### src/utlc_pkg.sv
// Constants, register map and state type for the USB transmit endpoint
// and link power control block.
// Assumes a 10 MHz system clock and an APB master with 32-bit data.
package utlc_pkg;
   localparam int NUM_TX_EP = 7;
   localparam int NUM_RX_EP = 7;
   localparam int IDX_W     = 3;
   localparam int MAXP_W    = 11;
   localparam int MULT_W    = 5;
   localparam int ADDR_W    = 12;
   localparam int RES_W     = 14;

   localparam logic [ADDR_W-1:0] REG_INDEX   = 12'h000;
   localparam logic [ADDR_W-1:0] REG_EP_CTRL = 12'h004;
   localparam logic [ADDR_W-1:0] REG_LPM     = 12'h008;

   // Indexed transmit endpoint control word.
   localparam int B_AUTO   = 31;
   localparam int B_ISO    = 30;
   localparam int B_DIR    = 29;
   localparam int B_DMAEN  = 28;
   localparam int B_FRC    = 27;
   localparam int B_DMAMD  = 26;
   localparam int B_WEN    = 25;
   localparam int B_TOG    = 24;
   localparam int B_CLRTOG = 22;
   localparam int B_FIFO_NOT_EMPTY = 17;
   localparam int B_PKTRDY = 16;
   localparam int MULT_LSB = 11;
   localparam int MAXP_LSB = 0;

   // Link power control word.
   localparam int B_L1ST    = 22;
   localparam int B_NYETF   = 21;
   localparam int B_ACKF    = 20;
   localparam int LPM_ENABLE_FIELD_LSB = 17;
   localparam int B_L1REQ   = 16;
   localparam int LPMEP_LSB = 12;
   localparam int B_RWAKE   = 8;
   localparam int HOST_RESUME_DURATION_LSB  = 4;
   localparam logic [1:0] LPM_ENABLE_FIELD_L1 = 2'h3;
   localparam logic [1:0] TMO_LAST = 2'h2;

   // Resume timing.
   localparam int CLK_HZ      = 10000000;
   localparam int HZ_PER_MHZ  = 1000000;
   localparam int RES_BASE_US = 50;
   localparam int RES_STEP_US = 75;
   localparam int RES_MAX_US  = 1200;

   typedef struct packed {
      logic [IDX_W-1:0]                   index;
      logic [NUM_TX_EP-1:0]               auto_set;
      logic [NUM_TX_EP-1:0]               iso;
      logic [NUM_TX_EP-1:0]               dir_tx;
      logic [NUM_TX_EP-1:0]               dma_en;
      logic [NUM_TX_EP-1:0]               frc;
      logic [NUM_TX_EP-1:0]               dma_md;
      logic [NUM_TX_EP-1:0]               tog;
      logic [NUM_TX_EP-1:0]               pktrdy;
      logic [NUM_TX_EP-1:0]               fifo_clr;
      logic [NUM_TX_EP-1:0][MAXP_W-1:0]   maxp;
      logic [NUM_TX_EP-1:0][MULT_W-1:0]   mult;
      logic                               l1_req;
      logic [1:0]                         lpm_en;
      logic [3:0]                         lpm_ep;
      logic                               rwake;
      logic [3:0]                         host_resume_duration;
      logic                               l1_state;
      logic [1:0]                         tmo_cnt;
      logic                               ack_f;
      logic                               nyet_f;
      logic                               lpm_ack;
      logic                               lpm_nyet;
      logic                               lpm_evt;
      logic                               lpm_send;
      logic [RES_W-1:0]                   res_cnt;
      logic [31:0]                        prdata;
      logic                               pslverr;
   } utlc_state_t;
endpackage : utlc_pkg

### src/utlc_ctrl.sv
// Transmit endpoint control for endpoints one to seven and link power
// management request logic, with an APB register slave.
// Assumes the packet engine and FIFO controller run on clk_i, so their
// status and event pulses arrive synchronous and need no synchroniser.
`timescale 1ns/1ps
module utlc_ctrl #(
   parameter int RESUME_BASE_CYC =
      utlc_pkg::RES_BASE_US * (utlc_pkg::CLK_HZ / utlc_pkg::HZ_PER_MHZ),
   parameter int RESUME_STEP_CYC =
      utlc_pkg::RES_STEP_US * (utlc_pkg::CLK_HZ / utlc_pkg::HZ_PER_MHZ)
) (
   input  wire logic                            clk_i,
   input  wire logic                            rst_n_i,
   input  wire logic [utlc_pkg::ADDR_W-1:0]     paddr_i,
   input  wire logic                            psel_i,
   input  wire logic                            penable_i,
   input  wire logic                            pwrite_i,
   input  wire logic [31:0]                     pwdata_i,
   output logic      [31:0]                     prdata_o,
   output logic                                 pready_o,
   output logic                                 pslverr_o,
   input  wire logic                            host_mode_i,
   input  wire logic [utlc_pkg::NUM_TX_EP-1:0][utlc_pkg::MAXP_W-1:0]
                                                tx_fifo_level_i,
   input  wire logic [utlc_pkg::NUM_TX_EP-1:0]  tx_fifo_empty_i,
   input  wire logic [utlc_pkg::NUM_TX_EP-1:0]  tx_sent_i,
   input  wire logic [utlc_pkg::NUM_TX_EP-1:0]  tx_ack_i,
   output logic      [utlc_pkg::NUM_TX_EP-1:0]  tx_pkt_ready_o,
   output logic      [utlc_pkg::NUM_TX_EP-1:0]  tx_toggle_o,
   output logic      [utlc_pkg::NUM_TX_EP-1:0]  fifo_clear_o,
   output logic      [utlc_pkg::NUM_TX_EP-1:0]  iso_o,
   output logic      [utlc_pkg::NUM_TX_EP-1:0]  dir_tx_o,
   output logic      [utlc_pkg::NUM_TX_EP-1:0]  dma_req_o,
   output logic      [utlc_pkg::NUM_TX_EP-1:0]  dma_mode_o,
   input  wire logic                            lpm_token_i,
   input  wire logic [3:0]                      lpm_token_ep_i,
   input  wire logic                            lpm_token_rx_i,
   input  wire logic                            lpm_timeout_i,
   input  wire logic                            bus_resume_i,
   input  wire logic                            resume_start_i,
   output logic                                 lpm_ack_o,
   output logic                                 lpm_nyet_o,
   output logic                                 lpm_event_o,
   output logic                                 lpm_send_o,
   output logic                                 l1_state_o,
   output logic                                 remote_wake_o,
   output logic                                 resume_drive_o
);
   import utlc_pkg::*;

   utlc_state_t            st;
   utlc_state_t            next_st;
   logic [31:0]            rd_word;
   logic                   rd_hit;
   logic                   wr_acc;
   logic                   idx_ok;
   logic [IDX_W-1:0]       sel;
   logic                   all_empty;
   logic [RES_W-1:0]       res_load;

   // Index 0 is endpoint zero, which this window does not serve.
   assign idx_ok    = st.index != '0;
   assign sel       = IDX_W'(st.index - 3'h1);
   assign wr_acc    = psel_i && penable_i && pwrite_i;
   assign all_empty = &tx_fifo_empty_i;
   assign res_load  = RES_W'(RESUME_BASE_CYC)
                    + RES_W'(st.host_resume_duration) * RES_W'(RESUME_STEP_CYC);

   // Read data is captured in the setup cycle so the access phase never
   // needs a wait state and prdata_o still comes from a flip-flop.
   always_comb begin
      rd_word = '0;
      rd_hit  = 1'h1;
      if (paddr_i == REG_INDEX) begin
         rd_word[IDX_W-1:0] = st.index;
      end else if (paddr_i == REG_EP_CTRL) begin
         if (idx_ok) begin
            rd_word[B_AUTO]   = st.auto_set[sel];
            rd_word[B_ISO]    = st.iso[sel] && !host_mode_i;
            rd_word[B_DIR]    = st.dir_tx[sel];
            rd_word[B_DMAEN]  = st.dma_en[sel];
            rd_word[B_FRC]    = st.frc[sel];
            rd_word[B_DMAMD]  = st.dma_md[sel];
            rd_word[B_TOG]    = st.tog[sel];
            rd_word[B_FIFO_NOT_EMPTY] = !tx_fifo_empty_i[sel];
            rd_word[B_PKTRDY] = st.pktrdy[sel];
            rd_word[MULT_LSB +: MULT_W] = st.mult[sel];
            rd_word[MAXP_LSB +: MAXP_W] = st.maxp[sel];
         end
      end else if (paddr_i == REG_LPM) begin
         rd_word[B_L1ST]  = st.l1_state;
         rd_word[B_NYETF] = st.nyet_f;
         rd_word[B_ACKF]  = st.ack_f;
         rd_word[LPM_ENABLE_FIELD_LSB +: 2] = st.lpm_en;
         rd_word[B_L1REQ] = st.l1_req;
         rd_word[LPMEP_LSB +: 4] = st.lpm_ep;
         rd_word[B_RWAKE] = st.rwake;
         rd_word[HOST_RESUME_DURATION_LSB +: 4] = st.host_resume_duration;
      end else begin
         rd_hit = 1'h0;
      end
   end

   always_comb begin
      logic tx_done;
      tx_done  = 1'h0;
      next_st  = st;
      next_st.fifo_clr = '0;
      next_st.lpm_ack  = 1'h0;
      next_st.lpm_nyet = 1'h0;
      next_st.lpm_evt  = 1'h0;
      next_st.lpm_send = 1'h0;

      if (psel_i && !penable_i) begin
         next_st.prdata  = rd_word;
         next_st.pslverr = !rd_hit;
      end

      // Per endpoint packet completion and automatic ready setting.
      for (int e = 0; e < NUM_TX_EP; e++) begin
         tx_done = st.frc[e] ? tx_sent_i[e] : tx_ack_i[e];
         if (st.pktrdy[e] && tx_done) begin
            next_st.pktrdy[e]   = 1'h0;
            next_st.tog[e]      = !st.tog[e];
            next_st.fifo_clr[e] = 1'h1;
         end else if (st.auto_set[e] && !st.pktrdy[e] &&
                      st.maxp[e] != '0 &&
                      tx_fifo_level_i[e] >= st.maxp[e]) begin
            next_st.pktrdy[e] = 1'h1;
         end
      end

      if (wr_acc && paddr_i == REG_INDEX) begin
         next_st.index = pwdata_i[IDX_W-1:0];
      end

      if (wr_acc && paddr_i == REG_EP_CTRL && idx_ok) begin
         next_st.auto_set[sel] = pwdata_i[B_AUTO];
         next_st.iso[sel]      = pwdata_i[B_ISO];
         next_st.dir_tx[sel]   = pwdata_i[B_DIR];
         next_st.dma_en[sel]   = pwdata_i[B_DMAEN];
         next_st.frc[sel]      = pwdata_i[B_FRC];
         next_st.dma_md[sel]   = pwdata_i[B_DMAMD];
         next_st.mult[sel]     = pwdata_i[MULT_LSB +: MULT_W];
         next_st.maxp[sel]     = pwdata_i[MAXP_LSB +: MAXP_W];
         // A written toggle value without the enable bit is dropped.
         if (host_mode_i && pwdata_i[B_WEN]) begin
            next_st.tog[sel] = pwdata_i[B_TOG];
         end
         if (pwdata_i[B_CLRTOG]) begin
            next_st.tog[sel] = 1'h0;
         end
         // Software may only set the ready flag; hardware clears it.
         if (pwdata_i[B_PKTRDY]) begin
            next_st.pktrdy[sel] = 1'h1;
         end
      end

      if (wr_acc && paddr_i == REG_LPM) begin
         next_st.l1_req = pwdata_i[B_L1REQ];
         next_st.lpm_en = pwdata_i[LPM_ENABLE_FIELD_LSB +: 2];
         next_st.lpm_ep = pwdata_i[LPMEP_LSB +: 4];
         next_st.rwake  = pwdata_i[B_RWAKE];
         next_st.host_resume_duration   = pwdata_i[HOST_RESUME_DURATION_LSB +: 4];
         if (pwdata_i[B_ACKF]) begin
            next_st.ack_f = 1'h0;
         end
         if (pwdata_i[B_NYETF]) begin
            next_st.nyet_f = 1'h0;
         end
         if (host_mode_i && pwdata_i[B_L1REQ] && !st.l1_req) begin
            next_st.lpm_send = 1'h1;
            next_st.tmo_cnt  = '0;
         end
      end

      if (host_mode_i) begin
         if (st.l1_req && lpm_token_rx_i) begin
            next_st.l1_req = 1'h0;
         end else if (st.l1_req && lpm_timeout_i) begin
            if (st.tmo_cnt == TMO_LAST) begin
               next_st.l1_req = 1'h0;
            end else begin
               next_st.tmo_cnt = 2'(st.tmo_cnt + 2'h1);
            end
         end
         if (resume_start_i && st.res_cnt == '0) begin
            next_st.res_cnt = res_load;
         end
      end else if (lpm_token_i) begin
         next_st.lpm_ep = lpm_token_ep_i;
         if (st.l1_req && st.lpm_en == LPM_ENABLE_FIELD_L1) begin
            next_st.lpm_evt = 1'h1;
            if (all_empty) begin
               next_st.lpm_ack  = 1'h1;
               next_st.ack_f    = 1'h1;
               next_st.l1_req   = 1'h0;
               next_st.l1_state = 1'h1;
            end else begin
               next_st.lpm_nyet = 1'h1;
               next_st.nyet_f   = 1'h1;
            end
         end
      end

      if (st.res_cnt != '0) begin
         next_st.res_cnt = RES_W'(st.res_cnt - 14'h0001);
      end

      // Leaving suspend drops the one-shot remote wake permission.
      if (bus_resume_i && st.l1_state) begin
         next_st.l1_state = 1'h0;
         next_st.rwake    = 1'h0;
      end
   end

   always_ff @(posedge clk_i) begin
      if (!rst_n_i) begin
         st <= '0;
      end else begin
         st <= next_st;
      end
   end

   assign prdata_o       = st.prdata;
   assign pready_o       = 1'h1;
   assign pslverr_o      = psel_i && penable_i && st.pslverr;
   assign tx_pkt_ready_o = st.pktrdy;
   assign tx_toggle_o    = st.tog;
   assign fifo_clear_o   = st.fifo_clr;
   assign iso_o          = host_mode_i ? '0 : st.iso;
   assign dir_tx_o       = st.dir_tx;
   assign dma_mode_o     = st.dma_md;
   // Mode 0 asks for a whole packet once the FIFO has drained; mode 1
   // keeps asking while no packet is waiting to go out.
   assign dma_req_o      = st.dma_en &
                           (( st.dma_md & ~st.pktrdy) |
                            (~st.dma_md & tx_fifo_empty_i));
   assign lpm_ack_o      = st.lpm_ack;
   assign lpm_nyet_o     = st.lpm_nyet;
   assign lpm_event_o    = st.lpm_evt;
   assign lpm_send_o     = st.lpm_send;
   assign l1_state_o     = st.l1_state;
   assign remote_wake_o  = st.rwake && st.l1_state;
   assign resume_drive_o = st.res_cnt != '0;

   genvar g;
   generate
      for (g = 0; g < NUM_TX_EP; g++) begin : g_ep_chk

      end
   endgenerate
endmodule : utlc_ctrl

### config.mk
export PLATFORM = sky130hd
export DESIGN_NAME = utlc_ctrl
export DESIGN_NICKNAME = d
export VERILOG_FILES = /design/src/utlc_pkg.sv /design/src/utlc_ctrl.sv
export SDC_FILE = /design/constraint.sdc
export NUM_CORES = 1
export LEC_CHECK = 0
export BUFFER_PORTS_ARGS = -buffer_cell sky130_fd_sc_hd__buf_2
export CAP_MARGIN = 40
export CELL_PAD_IN_SITES_DETAIL_PLACEMENT = 1
export CELL_PAD_IN_SITES_GLOBAL_PLACEMENT = 1
export CORE_AREA = 5 5 201 203
export DETAILED_ROUTE_END_ITERATION = 10
export DIE_AREA = 0 0 206 208
export GPL_ROUTABILITY_DRIVEN = 0
export GPL_TIMING_DRIVEN = 0
export PLACE_DENSITY = 0.81
export SLEW_MARGIN = 20
export SYNTH_ARGS = -nofsm -noshare
export SYNTH_HDL_FRONTEND = slang
export SYNTH_SLANG_ARGS = --single-unit
### constraint.sdc
create_clock -name clk_i -period 6.3 [get_ports clk_i]
set_input_delay 0.63 -clock clk_i [delete_from_list [all_inputs] [get_ports clk_i]]
set_output_delay 0.63 -clock clk_i [all_outputs]
set_load 0.01 [all_outputs]
== Yosys cells after proc, flatten, opt, wreduce, memory -nomap -nowiden ==
Cells that the tools add are included.

* Add/subtract/negate cells: 4
* $mul: 1
* Magnitude comparators: 9
* Eq/ne operators: 4
* Multiplexer cells: 129
* Bitwise gates (word level): 13
* Reduce and logical (&&, ||, !) cells: 86

{| class="wikitable"
|+ Operator list
! operator !! number
|-
| bitwise mux 77 bit || 1
|-
| greater-or-equal comparator 11 bit || 7
|-
| nonzero test 11 bit || 7
|-
| 2-to-1 mux 1 bit || 66
|-
| 2-to-1 mux 14 bit || 4
|-
| bitwise mux 7 bit || 7
|-
| logical AND 1 bit || 47
|-
| 2-to-1 mux 7 bit || 6
|-
| bitwise mux 35 bit || 1
|-
| 2-to-1 mux 5 bit || 7
|-
| binary-select mux 11 bit (select 3 bit) || 1
|-
| demux 11 bit (select 3 bit) || 1
|-
| bitwise AND 7 bit || 4
|-
| binary-select mux 1 bit (select 3 bit) || 9
|-
| 2-to-1 mux 6 bit || 4
|-
| 2-to-1 mux 11 bit || 2
|-
| inverter 7 bit || 3
|-
| logical NOT 1 bit || 19
|-
| 2-to-1 mux 18 bit || 1
|-
| 2-to-1 mux 16 bit || 1
|-
| 2-to-1 mux 4 bit || 4
|-
| binary-select mux 5 bit (select 3 bit) || 1
|-
| demux 5 bit (select 3 bit) || 1
|-
| 2-to-1 mux 3 bit || 5
|-
| 26 further kinds || 37
|}

* Bits in registers: 243
* Input port bits: 157
* Output and inout bits: 90
* Logic and storage cells: 286

== Depth between registers and ports, before layout ==
Gate-level depths: netlist of the first run.

* Depth in word-level cells: 11
* Gate-level depth with buffers: 13
* Mapped depth without buffers: 12

== Worst setup path after synthesis of the first run ==
Ideal clock, no wire load.

* Path type: register -> register
* Start point: register st[58] in the netlist's numbering
* End point: register st[46] in the netlist's numbering
* Library setup time: 134 ps
* Data arrival time: 2931 ps
* Data required time: 6166 ps
* Setup slack: 3235 ps
* Cell stages (with the launch flop): 12
* Path buffers: 1
* Period minus slack after synthesis: 3065 ps
* Cells stage by stage: dfxtp_1 > fa_1 > ha_1 > ha_1 > buf_4 > or3b_1 > and4_1 > o221ai_2 > o311ai_1 > nor3_1 > xnor2_1 > a21oi_1

* Cells in the longest elaborated chain, start to end: 5

{| class="wikitable"
|+ RTL lines
! what !! line !! RTL
|-
| start: declaration || utlc_ctrl.sv:51 || <nowiki>utlc_state_t st;</nowiki>
|-
| start signal: assignment || utlc_ctrl.sv:221 || <nowiki>st <= next_st;</nowiki>
|-
| multiplier 4 x 9 -> 13 bit || utlc_ctrl.sv:67 || <nowiki>+ RES_W'(st.host_resume_duration) * RES_W'(RESUME_STEP_CYC);</nowiki>
|-
| adder 9 x 14 -> 14 bit || utlc_ctrl.sv:67 ||
|-
| 2-to-1 mux 14 bit || utlc_ctrl.sv:187 || <nowiki>if (resume_start_i && st.res_cnt == '0) begin</nowiki>
|-
| 2-to-1 mux 14 bit || utlc_ctrl.sv:177 || <nowiki>if (host_mode_i) begin</nowiki>
|-
| 2-to-1 mux 14 bit || utlc_ctrl.sv:206 || <nowiki>if (st.res_cnt != '0) begin</nowiki>
|}

Every way passes these cells. The select of a mux whose other input is x is not followed.
A chain may end at the register's enable or synchronous reset.

== Worst setup path after layout of the first run ==
* Start point: register st[243] in the netlist's numbering
* End point: register st[112] in the netlist's numbering

* Cells in the longest elaborated chain, start to end: 6
* Elaborated cells between the ends (all ways): 9
* Those cells by class: add/sub: 1; order compare: 2; mux: 3; reduce/logical: 3

{| class="wikitable"
|+ RTL lines
! what !! line !! RTL
|-
| subtractor 3 x 1 -> 3 bit || utlc_ctrl.sv:63 || <nowiki>assign sel = IDX_W'(st.index - 3'h1);</nowiki>
|-
| < comparator 3 x 4 -> 1 bit (implied by the code) / greater-or-equal comparator 3 x 1 -> 1 bit (equally long branches) || utlc_ctrl.sv:145 || <nowiki>next_st.maxp[sel] = pwdata_i[MAXP_LSB +: MAXP_W];</nowiki>
|-
| logical AND 1 bit (implied by the code) || utlc_ctrl.sv:145 ||
|-
| 2-to-1 mux 11 bit (implied by the code) || utlc_ctrl.sv:145 ||
|-
| demux 11 bit (select 3 bit) || utlc_ctrl.sv:145 ||
|-
| bitwise mux 77 bit || utlc_ctrl.sv:145 ||
|}

Parallel ways exist; a longest one is shown, timed or not.

==> metrics.txt, run 1 <==
# TYPE chip_impl_metric gauge
chip_impl_metric{name="grt_first_pass_wirelength",unit="um"} 91720
chip_impl_metric{name="power.net_switching",unit="mW"} 1.051
chip_impl_metric{name="max-cap-violations",unit=""} 0
chip_impl_metric{name="ys_seq_area_share",unit="%"} 33.97
chip_impl_metric{name="fmax",unit="GHz"} 0.2361
chip_impl_metric{name="drt_iter0_drc",unit=""} 1162
chip_impl_metric{name="avgViaCountPerCell",unit=""} 5.709
chip_impl_metric{name="antenna_found_initial",unit=""} 1
chip_impl_metric{name="finalHoldWorstSlack",unit="ns"} 0.3104
chip_impl_metric{name="crit_path_max_fanout",unit=""} 10
chip_impl_info{name="synth-main-ff-cell",value="sky130_fd_sc_hd__dfxtp_1"} 1
chip_impl_info{name="top_cell_by_count_worst_path",value="sky130_fd_sc_hd__clkbuf_1"} 1
chip_impl_metric{name="post-layout-total-power",unit="mW"} 3.944
chip_impl_metric{name="postCtsSetupRepairBufs",unit=""} 0
chip_impl_metric{name="final_period_minus_worst_setup_slack",unit="ns"} 4.236
chip_impl_metric{name="synth_edf_count",unit=""} 0
chip_impl_metric{name="postSynthRegisterBits",unit=""} 243
chip_impl_metric{name="routed_wirelength",unit="um"} 61040
chip_impl_metric{name="critPathMaxStageDelay",unit="ns"} 0.61
chip_impl_info{name="critical_path.cell_chain",value="clkbuf_1, clkinv_1, ha_1, buf_2, clkbuf_1, clkbuf_1, nand3_1, clkbuf_1, nand2_1, a21oi_1"} 1
chip_impl_info{name="worst_hold_path_type",value="in -> reg"} 1
chip_impl_metric{name="clock_tree.buffer_depth",unit=""} 3
chip_impl_info{name="timing.setup.critical_path_class",value="reg -> reg"} 1
chip_impl_metric{name="die-height",unit="um"} 208
chip_impl_metric{name="power.internal",unit="mW"} 2.893
chip_impl_metric{name="timing.critical_path.arrival",unit="ns"} 4.65
chip_impl_info{name="endpoint_kind",value="register"} 1
chip_impl_metric{name="clkSlewWorstSetupHoldPaths",unit="ns"} 0.07
chip_impl_metric{name="cts.sink_count",unit=""} 243
chip_impl_metric{name="final.setup_skew",unit="ns"} 0.01943
chip_impl_metric{name="drive_gt1_share",unit="%"} 20.84
chip_impl_metric{name="clock_insertion_delay_worst_skew",unit="ns"} 0.56
chip_impl_metric{name="post_synth_num_cell_types",unit=""} 73
chip_impl_metric{name="tritoncts.num_buffers",unit=""} 28
chip_impl_info{name="cp-start-kind",value="register"} 1
chip_impl_metric{name="synthArstFlopShare",unit="%"} 0
chip_impl_info{name="run_status",value="completed"} 1
chip_impl_metric{name="max_slew.worst_pin.slew",unit="ns"} 0.8358
chip_impl_metric{name="swShare",unit="%"} 26.65
chip_impl_info{name="critPathSlowestCell",value="sky130_fd_sc_hd__clkbuf_1"} 1
chip_impl_metric{name="routed-via-count",unit=""} 14736
chip_impl_metric{name="postPlaceCellArea",unit="mm^2"} 0.01613
chip_impl_metric{name="timing.final.max_slew_violations",unit=""} 0
chip_impl_metric{name="rrSetupSlack",unit="ns"} 2.06
chip_impl_metric{name="worst-endpoint-required",unit="ns"} 6.71
chip_impl_metric{name="gr-total-overflow",unit=""} 0
chip_impl_metric{name="placed_cells",unit=""} 2527
chip_impl_metric{name="max_slew_margin",unit="%"} 44.28
chip_impl_metric{name="ir_drop",unit="uV"} 188.1
chip_impl_metric{name="first_global_vias",unit=""} 15521
chip_impl_metric{name="fin_util",unit="%"} 44.93
chip_impl_metric{name="power.density_cell_area",unit="mW/mm^2"} 229.3
chip_impl_metric{name="design_area",unit="mm^2"} 0.01720
chip_impl_metric{name="htreeDepth",unit=""} 1
chip_impl_metric{name="cts_hold_repair.buffers",unit=""} 0
chip_impl_metric{name="setup_viol_count_final",unit=""} 0
chip_impl_metric{name="postCtsResizedCells",unit=""} 0
chip_impl_metric{name="synthesis.instances",unit=""} 1778
chip_impl_metric{name="drt_pass1_iterations",unit=""} 6
chip_impl_metric{name="track_usage",unit="%"} 27.43
chip_impl_metric{name="detail_route.drc_violations",unit=""} 0
chip_impl_metric{name="drt-wirelength-per-cell",unit="um"} 23.65
chip_impl_metric{name="final_cell_count_no_fill",unit=""} 2581
chip_impl_metric{name="syn_area_per_cell",unit="um^2"} 8.055
chip_impl_metric{name="n_antenna_cell",unit=""} 0
chip_impl_metric{name="final_worst_path_setup_slack",unit="ns"} 2.064
chip_impl_metric{name="final-hold-violation-count",unit=""} 0
chip_impl_metric{name="final_nets",unit=""} 2301
chip_impl_metric{name="share_comb_of_total_power",unit="%"} 12.2
chip_impl_metric{name="post-route-period-util",unit="%"} 67.23
chip_impl_metric{name="pwr-share-clk",unit="%"} 46.9
chip_impl_metric{name="dpl_worst_slack",unit="ns"} 2.251
chip_impl_metric{name="power_frac_seq",unit="%"} 41.0
chip_impl_metric{name="synth-warning-count",unit=""} 0
chip_impl_metric{name="floorplan.rows",unit=""} 72
chip_impl_metric{name="die-width",unit="um"} 206
chip_impl_metric{name="starting_utilization_of_the_core_area",unit="%"} 37.41
chip_impl_metric{name="die_area",unit="mm^2"} 0.04285
chip_impl_metric{name="antenna_left",unit=""} 0
chip_impl_metric{name="syn_area",unit="mm^2"} 0.01432
chip_impl_info{name="setup_repair_after_global_routing_missed_its_margin",value="false"} 1
chip_impl_info{name="clock_tree_from_tritoncts",value="done"} 1
chip_impl_metric{name="port_buffers",unit=""} 228
chip_impl_metric{name="pin_count_of_the_biggest_net_entering_global_routing",unit=""} 15
chip_impl_metric{name="ios",unit=""} 247
chip_impl_metric{name="fin_tns_setup",unit="ns"} 0
chip_impl_metric{name="place.detailed.hpwl",unit="um"} 48400
chip_impl_metric{name="p_leak",unit="nW"} 7.040
chip_impl_info{name="clockRootBuffer",value="sky130_fd_sc_hd__clkbuf_16"} 1
chip_impl_metric{name="area_growth_from_synthesis_to_layout",unit="%"} 20.12
chip_impl_metric{name="core_area",unit="mm^2"} 0.03829
[worst max-delay path, delay by kind of cell (launching register included)]
kind | cells | cell delay (ns)
adder cells (fa/ha/maj) | 1 | 0.47
flip-flops | 1 | 0.31
AO/OA/AOI/OAI | 1 | 0.07
buffers and inverters | 6 | 2.73
AND/OR/NAND/NOR | 2 | 0.49
[path summary, 6_finish.rpt]
path | from | endpoint | cells after the start
max | st[243] | st[112] | 10
min | bus_resume_i | st[60] | 2
max reg2reg | st[243] | st[112] | 10
min reg2reg | st[98] | st[98] | 2
[routing by layer]
metal / wire [um] / track usage [%]
met1: 23660 / 33.82
met5: 11 / 0
met3: 4977 / 4.889
met4: 2993 / 11.27
met2: 29400 / 47.08
[placed cells by master (no fill, tap or decap), drive strengths merged, types with 14 or more instances in the layout]
| master | Yosys | routed |
|---|---|---|
| clkbuf | 63 | 103 |
| nand2 | 341 | 341 |
| inv | 110 | 111 |
| a21oi | 185 | 185 |
| xnor2 | 18 | 18 |
| a211oi | 16 | 16 |
| dfxtp | 243 | 243 |
| nor3 | 35 | 35 |
| o21ai | 61 | 61 |
| a21o | 21 | 21 |
| ha | 98 | 98 |
| nor4 | 20 | 20 |
| and3 | 14 | 14 |
| a22oi | 30 | 30 |
| nor2 | 110 | 110 |
| mux4 | 19 | 19 |
| mux2i | 65 | 65 |
| nand3 | 42 | 42 |
| buf | 109 | 340 |
[area by class of cell]
cell class	count	area, um^2
multi-input cells	1254	8071
inverters	111	416.7
well taps	518	648.1
clock buffers	40	845.8
repair buffers	231	1175
plain buffers	172	977.2
flip-flops and latches	243	4865
clock inverters	12	205.2
fillers	4723	21080
[cell usage after synthesis, types with 7 or more instances]
cell type                  count  area (um^2)
sky130_fd_sc_hd__dfxtp_1     243         4865
sky130_fd_sc_hd__clkbuf_1     63        236.5
sky130_fd_sc_hd__buf_1         7        26.28
sky130_fd_sc_hd__and2_1       10        62.56
sky130_fd_sc_hd__nand3_1      41        205.2
sky130_fd_sc_hd__o21ai_0      57        285.3
sky130_fd_sc_hd__and3_1       14        87.58
sky130_fd_sc_hd__xor2_1       12        105.1
sky130_fd_sc_hd__o211ai_1      8        60.06
sky130_fd_sc_hd__a21o_1       21        157.7
sky130_fd_sc_hd__a21oi_1     185        925.9
sky130_fd_sc_hd__o21a_1        8        60.06
sky130_fd_sc_hd__a211oi_1     16        120.1
sky130_fd_sc_hd__inv_1       109        409.1
sky130_fd_sc_hd__nor2_1      104        390.4
sky130_fd_sc_hd__ha_1         98         1226
sky130_fd_sc_hd__mux2_2        7        78.83
sky130_fd_sc_hd__buf_2        25        125.1
sky130_fd_sc_hd__a22oi_1      30        225.2
sky130_fd_sc_hd__mux2i_1      65        650.6
sky130_fd_sc_hd__mux4_2       19        427.9
sky130_fd_sc_hd__nand4_1      11        68.82
sky130_fd_sc_hd__nor4_1       16        100.1
sky130_fd_sc_hd__a221oi_1     13        113.9
sky130_fd_sc_hd__nand2_1     341         1280
sky130_fd_sc_hd__nor2b_1      13        81.33
sky130_fd_sc_hd__xnor2_1      17        148.9
sky130_fd_sc_hd__a31oi_1      12        75.07
sky130_fd_sc_hd__buf_4        74        555.5
sky130_fd_sc_hd__nor3_1       33        165.2
sky130_fd_sc_hd__o211a_1       7        70.07
sky130_fd_sc_hd__nand2b_1     10        62.56
[power groups by stage]
stage,sequential (mW),combinational (mW),clock (mW)
6_report,1.62,0.480,1.85
5_1_grt,1.62,0.528,1.91
4_1_cts,1.61,0.474,1.85
3_5_place_dp,1.65,0.469,0
3_3_place_gp,1.65,0.441,0
2_1_floorplan,1.64,0.287,0
[registers in the layout, indices dropped and copies added, names as in the netlist]
register,flops
lpm_ack_o,1
tx_toggle_o,7
tx_pkt_ready_o,7
fifo_clear_o,7
dma_mode_o,7
dir_tx_o,7
st,174
l1_state_o,1
lpm_nyet_o,1
lpm_send_o,1
prdata_o,29
lpm_event_o,1
[kinds of logic (layout without fill, tap and decap cells)]
logic type | count (synthesis) | after routing | share of synthesized area (%)
fa+ha+maj | 103 | 103 | 9.260
flops | 243 | 243 | 33.97
compound gates | 400 | 400 | 17.25
simple gates | 626 | 626 | 19.69
buf+inv | 283 | 566 | 9.732
other cells | 2 | 4 | 0.05244
xor+xnor | 30 | 30 | 1.966
mux | 91 | 91 | 8.081
Power figures use the tool's default switching activity.
==> run 2: changes to the inputs <==
==> constraint.sdc (replaced) <==
create_clock -name clk_i -period 4.37 [get_ports clk_i]
set_input_delay 0.437 -clock clk_i [delete_from_list [all_inputs] [get_ports clk_i]]
set_output_delay 0.437 -clock clk_i [all_outputs]
set_load 0.01 [all_outputs]
==> metrics.txt, run 2 (synthesis results as in run 1) <==
# TYPE chip_impl_metric gauge
chip_impl_info{name="run_status",value="completed"} 1
chip_impl_metric{name="power_frac_seq",unit="%"} 40.9
chip_impl_metric{name="power.internal",unit="mW"} 4.171
chip_impl_info{name="endpoint_kind",value="register"} 1
chip_impl_metric{name="final_worst_path_setup_slack",unit="ns"} 0.2270
chip_impl_metric{name="timing.final.max_slew_violations",unit=""} 0
chip_impl_metric{name="gr-total-overflow",unit=""} 0
chip_impl_metric{name="drt_pass1_iterations",unit=""} 6
chip_impl_metric{name="die_area",unit="mm^2"} 0.04285
chip_impl_metric{name="crit_path_max_fanout",unit=""} 10
chip_impl_metric{name="htreeDepth",unit=""} 1
chip_impl_info{name="clockRootBuffer",value="sky130_fd_sc_hd__clkbuf_16"} 1
chip_impl_metric{name="setup_viol_count_final",unit=""} 0
chip_impl_metric{name="wl_met1",unit="um"} 23910
chip_impl_metric{name="first_global_vias",unit=""} 15521
chip_impl_metric{name="antenna_left",unit=""} 0
chip_impl_metric{name="share_comb_of_total_power",unit="%"} 12.2
chip_impl_metric{name="track_usage",unit="%"} 27.43
chip_impl_info{name="critPathSlowestCell",value="sky130_fd_sc_hd__clkbuf_1"} 1
chip_impl_metric{name="power.density_cell_area",unit="mW/mm^2"} 330.9
chip_impl_metric{name="max-cap-violations",unit=""} 0
chip_impl_metric{name="fmax",unit="GHz"} 0.2414
chip_impl_info{name="clock_tree_from_tritoncts",value="done"} 1
chip_impl_metric{name="flip_flop_count_of_the_largest_register_all_copies_and_words_added",unit=""} 174
chip_impl_metric{name="postCtsSetupRepairBufs",unit=""} 0
chip_impl_metric{name="n_antenna_cell",unit=""} 0
chip_impl_metric{name="timing.critical_path.arrival",unit="ns"} 4.56
chip_impl_metric{name="ios",unit=""} 247
chip_impl_info{name="top_register",value="st"} 1
chip_impl_metric{name="critPathMaxStageDelay",unit="ns"} 0.64
chip_impl_metric{name="ir_drop",unit="uV"} 271.7
chip_impl_metric{name="grt_first_pass_wirelength",unit="um"} 91720
chip_impl_info{name="most_frequent_cells_in_the_layout",value="341 x sky130_fd_sc_hd__nand2_1, 253 x sky130_fd_sc_hd__buf_2, 243 x sky130_fd_sc_hd__dfxtp_1"} 1
chip_impl_metric{name="final_period_minus_worst_setup_slack",unit="ns"} 4.143
chip_impl_metric{name="clock_tree.buffer_depth",unit=""} 3
chip_impl_metric{name="final-hold-violation-count",unit=""} 0
chip_impl_metric{name="die-height",unit="um"} 208
chip_impl_metric{name="dpl_worst_slack",unit="ns"} 0.3212
chip_impl_metric{name="drt-wirelength-per-cell",unit="um"} 23.71
chip_impl_info{name="cp-start-kind",value="register"} 1
chip_impl_info{name="setup_repair_after_global_routing_missed_its_margin",value="false"} 1
chip_impl_metric{name="drive_gt1_share",unit="%"} 20.85
chip_impl_metric{name="clkSlewWorstSetupHoldPaths",unit="ns"} 0.07
chip_impl_metric{name="routed-via-count",unit=""} 14724
chip_impl_metric{name="final.fill_count",unit=""} 4721
chip_impl_metric{name="post-route-period-util",unit="%"} 94.80
chip_impl_info{name="critPathTopFamily",value="buffers and inverters"} 1
chip_impl_info{name="mostFrequentLayoutCell",value="sky130_fd_sc_hd__nand2_1"} 1
chip_impl_metric{name="routed_wirelength",unit="um"} 61180
chip_impl_metric{name="floorplan.rows",unit=""} 72
chip_impl_metric{name="final.setup_skew",unit="ns"} 0.01707
chip_impl_metric{name="place.detailed.hpwl",unit="um"} 48400
chip_impl_metric{name="swShare",unit="%"} 26.71
chip_impl_metric{name="final_nets",unit=""} 2300
chip_impl_info{name="timing.setup.critical_path_class",value="reg -> reg"} 1
chip_impl_metric{name="antenna_found_initial",unit=""} 1
chip_impl_metric{name="clock_insertion_delay_worst_skew",unit="ns"} 0.56
chip_impl_metric{name="cts_hold_repair.buffers",unit=""} 0
chip_impl_metric{name="starting_utilization_of_the_core_area",unit="%"} 37.41
chip_impl_metric{name="pwr-share-clk",unit="%"} 46.9
chip_impl_metric{name="avgViaCountPerCell",unit=""} 5.707
chip_impl_metric{name="detail_route.drc_violations",unit=""} 0
chip_impl_metric{name="drt_iter0_drc",unit=""} 1131
chip_impl_metric{name="postCtsResizedCells",unit=""} 0
chip_impl_metric{name="max_slew_margin",unit="%"} 43.68
chip_impl_metric{name="pin_count_of_the_biggest_net_entering_global_routing",unit=""} 15
chip_impl_metric{name="area_growth_from_synthesis_to_layout",unit="%"} 20.09
chip_impl_metric{name="fin_tns_setup",unit="ns"} 0
chip_impl_info{name="critical_path.cell_chain",value="clkbuf_1, clkinv_1, ha_1, xnor2_4, clkbuf_1, o21ai_0, a221oi_1, a211oi_1, a21oi_1, o21ai_0"} 1
chip_impl_metric{name="power.net_switching",unit="mW"} 1.520
chip_impl_metric{name="met2WireLength",unit="um"} 29380
chip_impl_metric{name="max_slew.worst_pin.slew",unit="ns"} 0.8449
chip_impl_metric{name="route.met3.wl",unit="um"} 4874
chip_impl_metric{name="worst-endpoint-required",unit="ns"} 4.79
chip_impl_metric{name="tritoncts.num_buffers",unit=""} 28
chip_impl_metric{name="port_buffers",unit=""} 228
chip_impl_info{name="worst_hold_path_type",value="in -> reg"} 1
chip_impl_info{name="top_layer_used",value="met5"} 1
chip_impl_metric{name="die-width",unit="um"} 206
chip_impl_metric{name="p_leak",unit="nW"} 7.039
chip_impl_metric{name="core_area",unit="mm^2"} 0.03829
chip_impl_metric{name="cts.sink_count",unit=""} 243
chip_impl_metric{name="timing.critical_path.buf_inv",unit=""} 3
run 2: cell type report:
cell class,count,area [um^2],share of cell area [%]
multi-input combinational,1254,8071,46.93
sequential,243,4865,28.28
timing repair buffer,231,1175,6.831
buffer,171,973.4,5.659
clock buffer,40,845.8,4.917
tap,518,648.1,3.768
inverter,111,416.7,2.422
clock inverter,12,205.2,1.193
run 2: worst reg2reg max path: cells and delay by family, from the launching register on:
| family | cells | cell delay [ns] |
|---|---|---|
| compound gates | 5 | 1.21 |
| xor+xnor | 1 | 0.47 |
| fa+ha+maj | 1 | 0.46 |
| buf+inv | 3 | 1.56 |
| flops | 1 | 0.31 |
run 2: final timing paths:
check	startpoint	endpoint	slack [ns]	depth (start not counted)
worst min register to register	st[98]	st[98]	0.46	2
worst max-delay path	st[243]	prdata_o[7]	0.23	10
worst min-delay path	bus_resume_i	st[60]	0.11	2
worst max register to register	st[243]	prdata_o[7]	0.23	10
run 2: layer usage:
layer | up-vias | global-route usage, %
met3 | 177 | 4.889
met4 | 2 | 11.27
li1 | 6614 | -
met5 | - | 0
met1 | 7243 | 33.82
met2 | 688 | 47.08
run 2: stage by stage:
step           area, um^2  total power [mW]  std cells  util (%)  hold slack, ns
2_1_floorplan       14330             2.774       1780         -          0.4263
3_3_place_gp        16120             3.008       2526     42.10          0.4387
3_5_place_dp        16130             3.052       2527     42.13          0.4492
4_1_cts             17180             5.671       2579     44.88          0.1188
5_1_grt             17200             5.847       2580     44.92          0.1322
6_report            17200             5.691       2580     44.92          0.1149
run 2: power by group through the flow:
stage,clock network (mW),logic [mW],registers (mW)
global placement,0,0.636,2.37
detailed placement,0,0.676,2.38
floorplan,0,0.413,2.36
finish,2.67,0.693,2.33
CTS,2.66,0.683,2.33
global route,2.75,0.761,2.34
==> run 3: changes to the inputs <==
--- a/config.mk
+++ b/config.mk
@@ -13,7 +13,6 @@
 export DETAILED_ROUTE_END_ITERATION = 10
 export DIE_AREA = 0 0 206 208
 export GPL_ROUTABILITY_DRIVEN = 0
-export GPL_TIMING_DRIVEN = 0
 export PLACE_DENSITY = 0.81
 export SLEW_MARGIN = 20
 export SYNTH_ARGS = -nofsm -noshare
==> metrics.txt, run 3 (synthesis results as in run 1) <==
# TYPE chip_impl_metric gauge
chip_impl_info{name="critPathTopFamily",value="compound AO/OA/AOI/OAI gates"} 1
chip_impl_metric{name="routed-via-count",unit=""} 13723
chip_impl_metric{name="drive_gt1_share",unit="%"} 19.01
chip_impl_metric{name="die-height",unit="um"} 208
chip_impl_metric{name="cts_hold_repair.buffers",unit=""} 0
chip_impl_info{name="cp-start-kind",value="register"} 1
chip_impl_metric{name="clock_tree.buffer_depth",unit=""} 3
chip_impl_metric{name="ios",unit=""} 247
chip_impl_metric{name="flip_flop_count_of_the_largest_register_all_copies_and_words_added",unit=""} 174
chip_impl_metric{name="pin_count_of_the_biggest_net_entering_global_routing",unit=""} 99
chip_impl_metric{name="core_area",unit="mm^2"} 0.03829
chip_impl_info{name="top_register",value="st"} 1
chip_impl_metric{name="clock_insertion_delay_worst_skew",unit="ns"} 0.55
chip_impl_metric{name="gr-total-overflow",unit=""} 0
chip_impl_metric{name="fin_tns_setup",unit="ns"} 0
chip_impl_metric{name="postCtsSetupRepairBufs",unit=""} 0
chip_impl_metric{name="max-cap-violations",unit=""} 0
chip_impl_info{name="regToRegEndpoint",value="prdata_o[8]"} 1
chip_impl_metric{name="final_nets",unit=""} 2163
chip_impl_metric{name="first_global_vias",unit=""} 14317
chip_impl_metric{name="max_slew.worst_pin.slew",unit="ns"} 0.8632
chip_impl_info{name="startpoint",value="st[243]"} 1
chip_impl_info{name="worst_hold_path_type",value="in -> reg"} 1
chip_impl_metric{name="cts.sink_count",unit=""} 243
chip_impl_info{name="top_cell_by_count_worst_path",value="sky130_fd_sc_hd__o21ai_0"} 1
chip_impl_info{name="critPathSlowestCell",value="sky130_fd_sc_hd__a211oi_1"} 1
chip_impl_metric{name="critPathMaxStageDelay",unit="ns"} 0.57
chip_impl_metric{name="starting_utilization_of_the_core_area",unit="%"} 37.41
chip_impl_metric{name="port_buffers",unit=""} 240
chip_impl_info{name="critical_path.cell_chain",value="clkinv_1, ha_1, xnor2_4, buf_16, buf_4, nand2_1, o21ai_0, a221oi_1, a211oi_1, a21oi_1, o21ai_0"} 1
chip_impl_metric{name="hold-path-cell-count",unit=""} 2
chip_impl_metric{name="drt_iter0_drc",unit=""} 1009
chip_impl_metric{name="timing.reg2reg.worst_path_depth",unit=""} 11
chip_impl_metric{name="timing.final.max_slew_violations",unit=""} 0
chip_impl_info{name="setup_repair_after_global_routing_missed_its_margin",value="false"} 1
chip_impl_metric{name="drt_pass1_iterations",unit=""} 5
chip_impl_metric{name="final_period_minus_worst_setup_slack",unit="ns"} 3.553
chip_impl_metric{name="area_growth_from_synthesis_to_layout",unit="%"} 15.96
chip_impl_metric{name="final-hold-violation-count",unit=""} 0
chip_impl_metric{name="timing.critical_path.arrival",unit="ns"} 4.00
chip_impl_metric{name="timing.critical_path.buf_inv",unit=""} 3
chip_impl_metric{name="dpl_worst_slack",unit="ns"} 0.9285
chip_impl_metric{name="final.setup_skew",unit="ns"} 0.01419
chip_impl_metric{name="htreeDepth",unit=""} 1
chip_impl_metric{name="clkSlewWorstSetupHoldPaths",unit="ns"} 0.06
chip_impl_info{name="endpoint_kind",value="register"} 1
chip_impl_metric{name="p_leak",unit="nW"} 6.629
chip_impl_metric{name="routed_wirelength",unit="um"} 54220
chip_impl_metric{name="die_area",unit="mm^2"} 0.04285
chip_impl_metric{name="max_slew_margin",unit="%"} 42.39
chip_impl_metric{name="worst-endpoint-required",unit="ns"} 4.82
chip_impl_metric{name="rrSetupSlack",unit="ns"} 0.82
chip_impl_info{name="holdPathEnd",value="st[60]"} 1
chip_impl_info{name="most_frequent_cells_in_the_layout",value="341 x sky130_fd_sc_hd__nand2_1, 242 x sky130_fd_sc_hd__dfxtp_1, 240 x sky130_fd_sc_hd__buf_2"} 1
chip_impl_metric{name="fmax",unit="GHz"} 0.2815
chip_impl_metric{name="setup_viol_count_final",unit=""} 0
chip_impl_metric{name="final_worst_path_setup_slack",unit="ns"} 0.8174
chip_impl_metric{name="antenna_found_initial",unit=""} 2
chip_impl_metric{name="post-route-period-util",unit="%"} 81.30
chip_impl_metric{name="ir_drop",unit="uV"} 228.2
chip_impl_info{name="clockRootBuffer",value="sky130_fd_sc_hd__clkbuf_16"} 1
chip_impl_metric{name="tritoncts.num_buffers",unit=""} 29
chip_impl_info{name="clock_tree_from_tritoncts",value="done"} 1
chip_impl_metric{name="antenna_left",unit=""} 0
chip_impl_metric{name="avgViaCountPerCell",unit=""} 5.613
chip_impl_metric{name="floorplan.rows",unit=""} 72
chip_impl_metric{name="grt_first_pass_wirelength",unit="um"} 82540
chip_impl_info{name="mostFrequentLayoutCell",value="sky130_fd_sc_hd__nand2_1"} 1
chip_impl_info{name="hold_path_startpoint",value="bus_resume_i"} 1
chip_impl_metric{name="detail_route.drc_violations",unit=""} 0
chip_impl_metric{name="drt-wirelength-per-cell",unit="um"} 22.17
chip_impl_info{name="regToRegStartpoint",value="st[243]"} 1
chip_impl_metric{name="place.detailed.hpwl",unit="um"} 41580
chip_impl_metric{name="crit_path_max_fanout",unit=""} 23
chip_impl_metric{name="postCtsResizedCells",unit=""} 0
chip_impl_info{name="timing.setup.critical_path_class",value="reg -> reg"} 1
chip_impl_metric{name="power.density_cell_area",unit="mW/mm^2"} 348.6
chip_impl_metric{name="die-width",unit="um"} 206
chip_impl_metric{name="track_usage",unit="%"} 24.23
chip_impl_info{name="run_status",value="completed"} 1
-- run 3: layout make-up --
| class | count | area, um^2 |
|---|---|---|
| Multi-Input combinational cell | 1254 | 8082 |
| Fill cell | 4682 | 21680 |
| Clock buffer | 37 | 815.8 |
| Timing Repair Buffer | 264 | 1476 |
| Inverter | 111 | 421.7 |
| Sequential cell | 243 | 4866 |
| Clock inverter | 16 | 294.0 |
| Tap cell | 518 | 648.1 |
| Antenna cell | 2 | 5.005 |
-- run 3: how the worst max path moves through the flow --
| stage | endpoint | slack, ns | cells after the start |
|---|---|---|---|
| 5_1_grt | prdata_o[8] | 0.60 | 11 |
| 3_3_place_gp | prdata_o[0] | 0.97 | 10 |
| 4_1_cts | st[46] | 0.91 | 10 |
| 6_report | prdata_o[8] | 0.82 | 11 |
| 2_1_floorplan | st[46] | 1.31 | 11 |
| 3_5_place_dp | st[44] | 0.93 | 11 |
-- run 3: worst reg2reg max path: stages (launching register included) --
cell and delay (ns):
sky130_fd_sc_hd__dfxtp_2 0.33, sky130_fd_sc_hd__clkinv_1 0.33, sky130_fd_sc_hd__ha_1 0.46, sky130_fd_sc_hd__xnor2_4 0.49, sky130_fd_sc_hd__buf_16 0.23, sky130_fd_sc_hd__buf_4 0.28
sky130_fd_sc_hd__nand2_1 0.08, sky130_fd_sc_hd__o21ai_0 0.20, sky130_fd_sc_hd__a221oi_1 0.15, sky130_fd_sc_hd__a211oi_1 0.57, sky130_fd_sc_hd__a21oi_1 0.09, sky130_fd_sc_hd__o21ai_0 0.24
-- run 3: power breakdown --
| part | switching (mW) | total [mW] | internal (mW) |
|---|---|---|---|
| combinational | 0.408 | 0.659 | 0.251 |
| sequential | 0.0588 | 2.33 | 2.27 |
| clock | 1.02 | 2.80 | 1.79 |
| total | 1.48 | 5.79 | 4.31 |
-- run 3: layer usage --
metal	up-vias	GRT usage (%)	routed length, um
met3	105	3.332	3394
li1	6337	-	-
met4	0	7.228	1715
met1	6805	31.81	22920
met5	-	0	0
met2	476	41.37	26190
-- run 3: metrics by stage --
step           cell area [um^2]  hold slack [ns]  util, %  std cells  total power [mW]
2_1_floorplan             14330           0.4263        -       1780             2.774
3_3_place_gp              15360           0.4341    40.11       2383             2.975
3_5_place_dp              15470           0.4422    40.41       2388             3.023
4_1_cts                   16580           0.1089    43.31       2441             5.808
5_1_grt                   16610           0.1214    43.37       2444             5.983
6_report                  16610           0.1207    43.38       2445             5.789
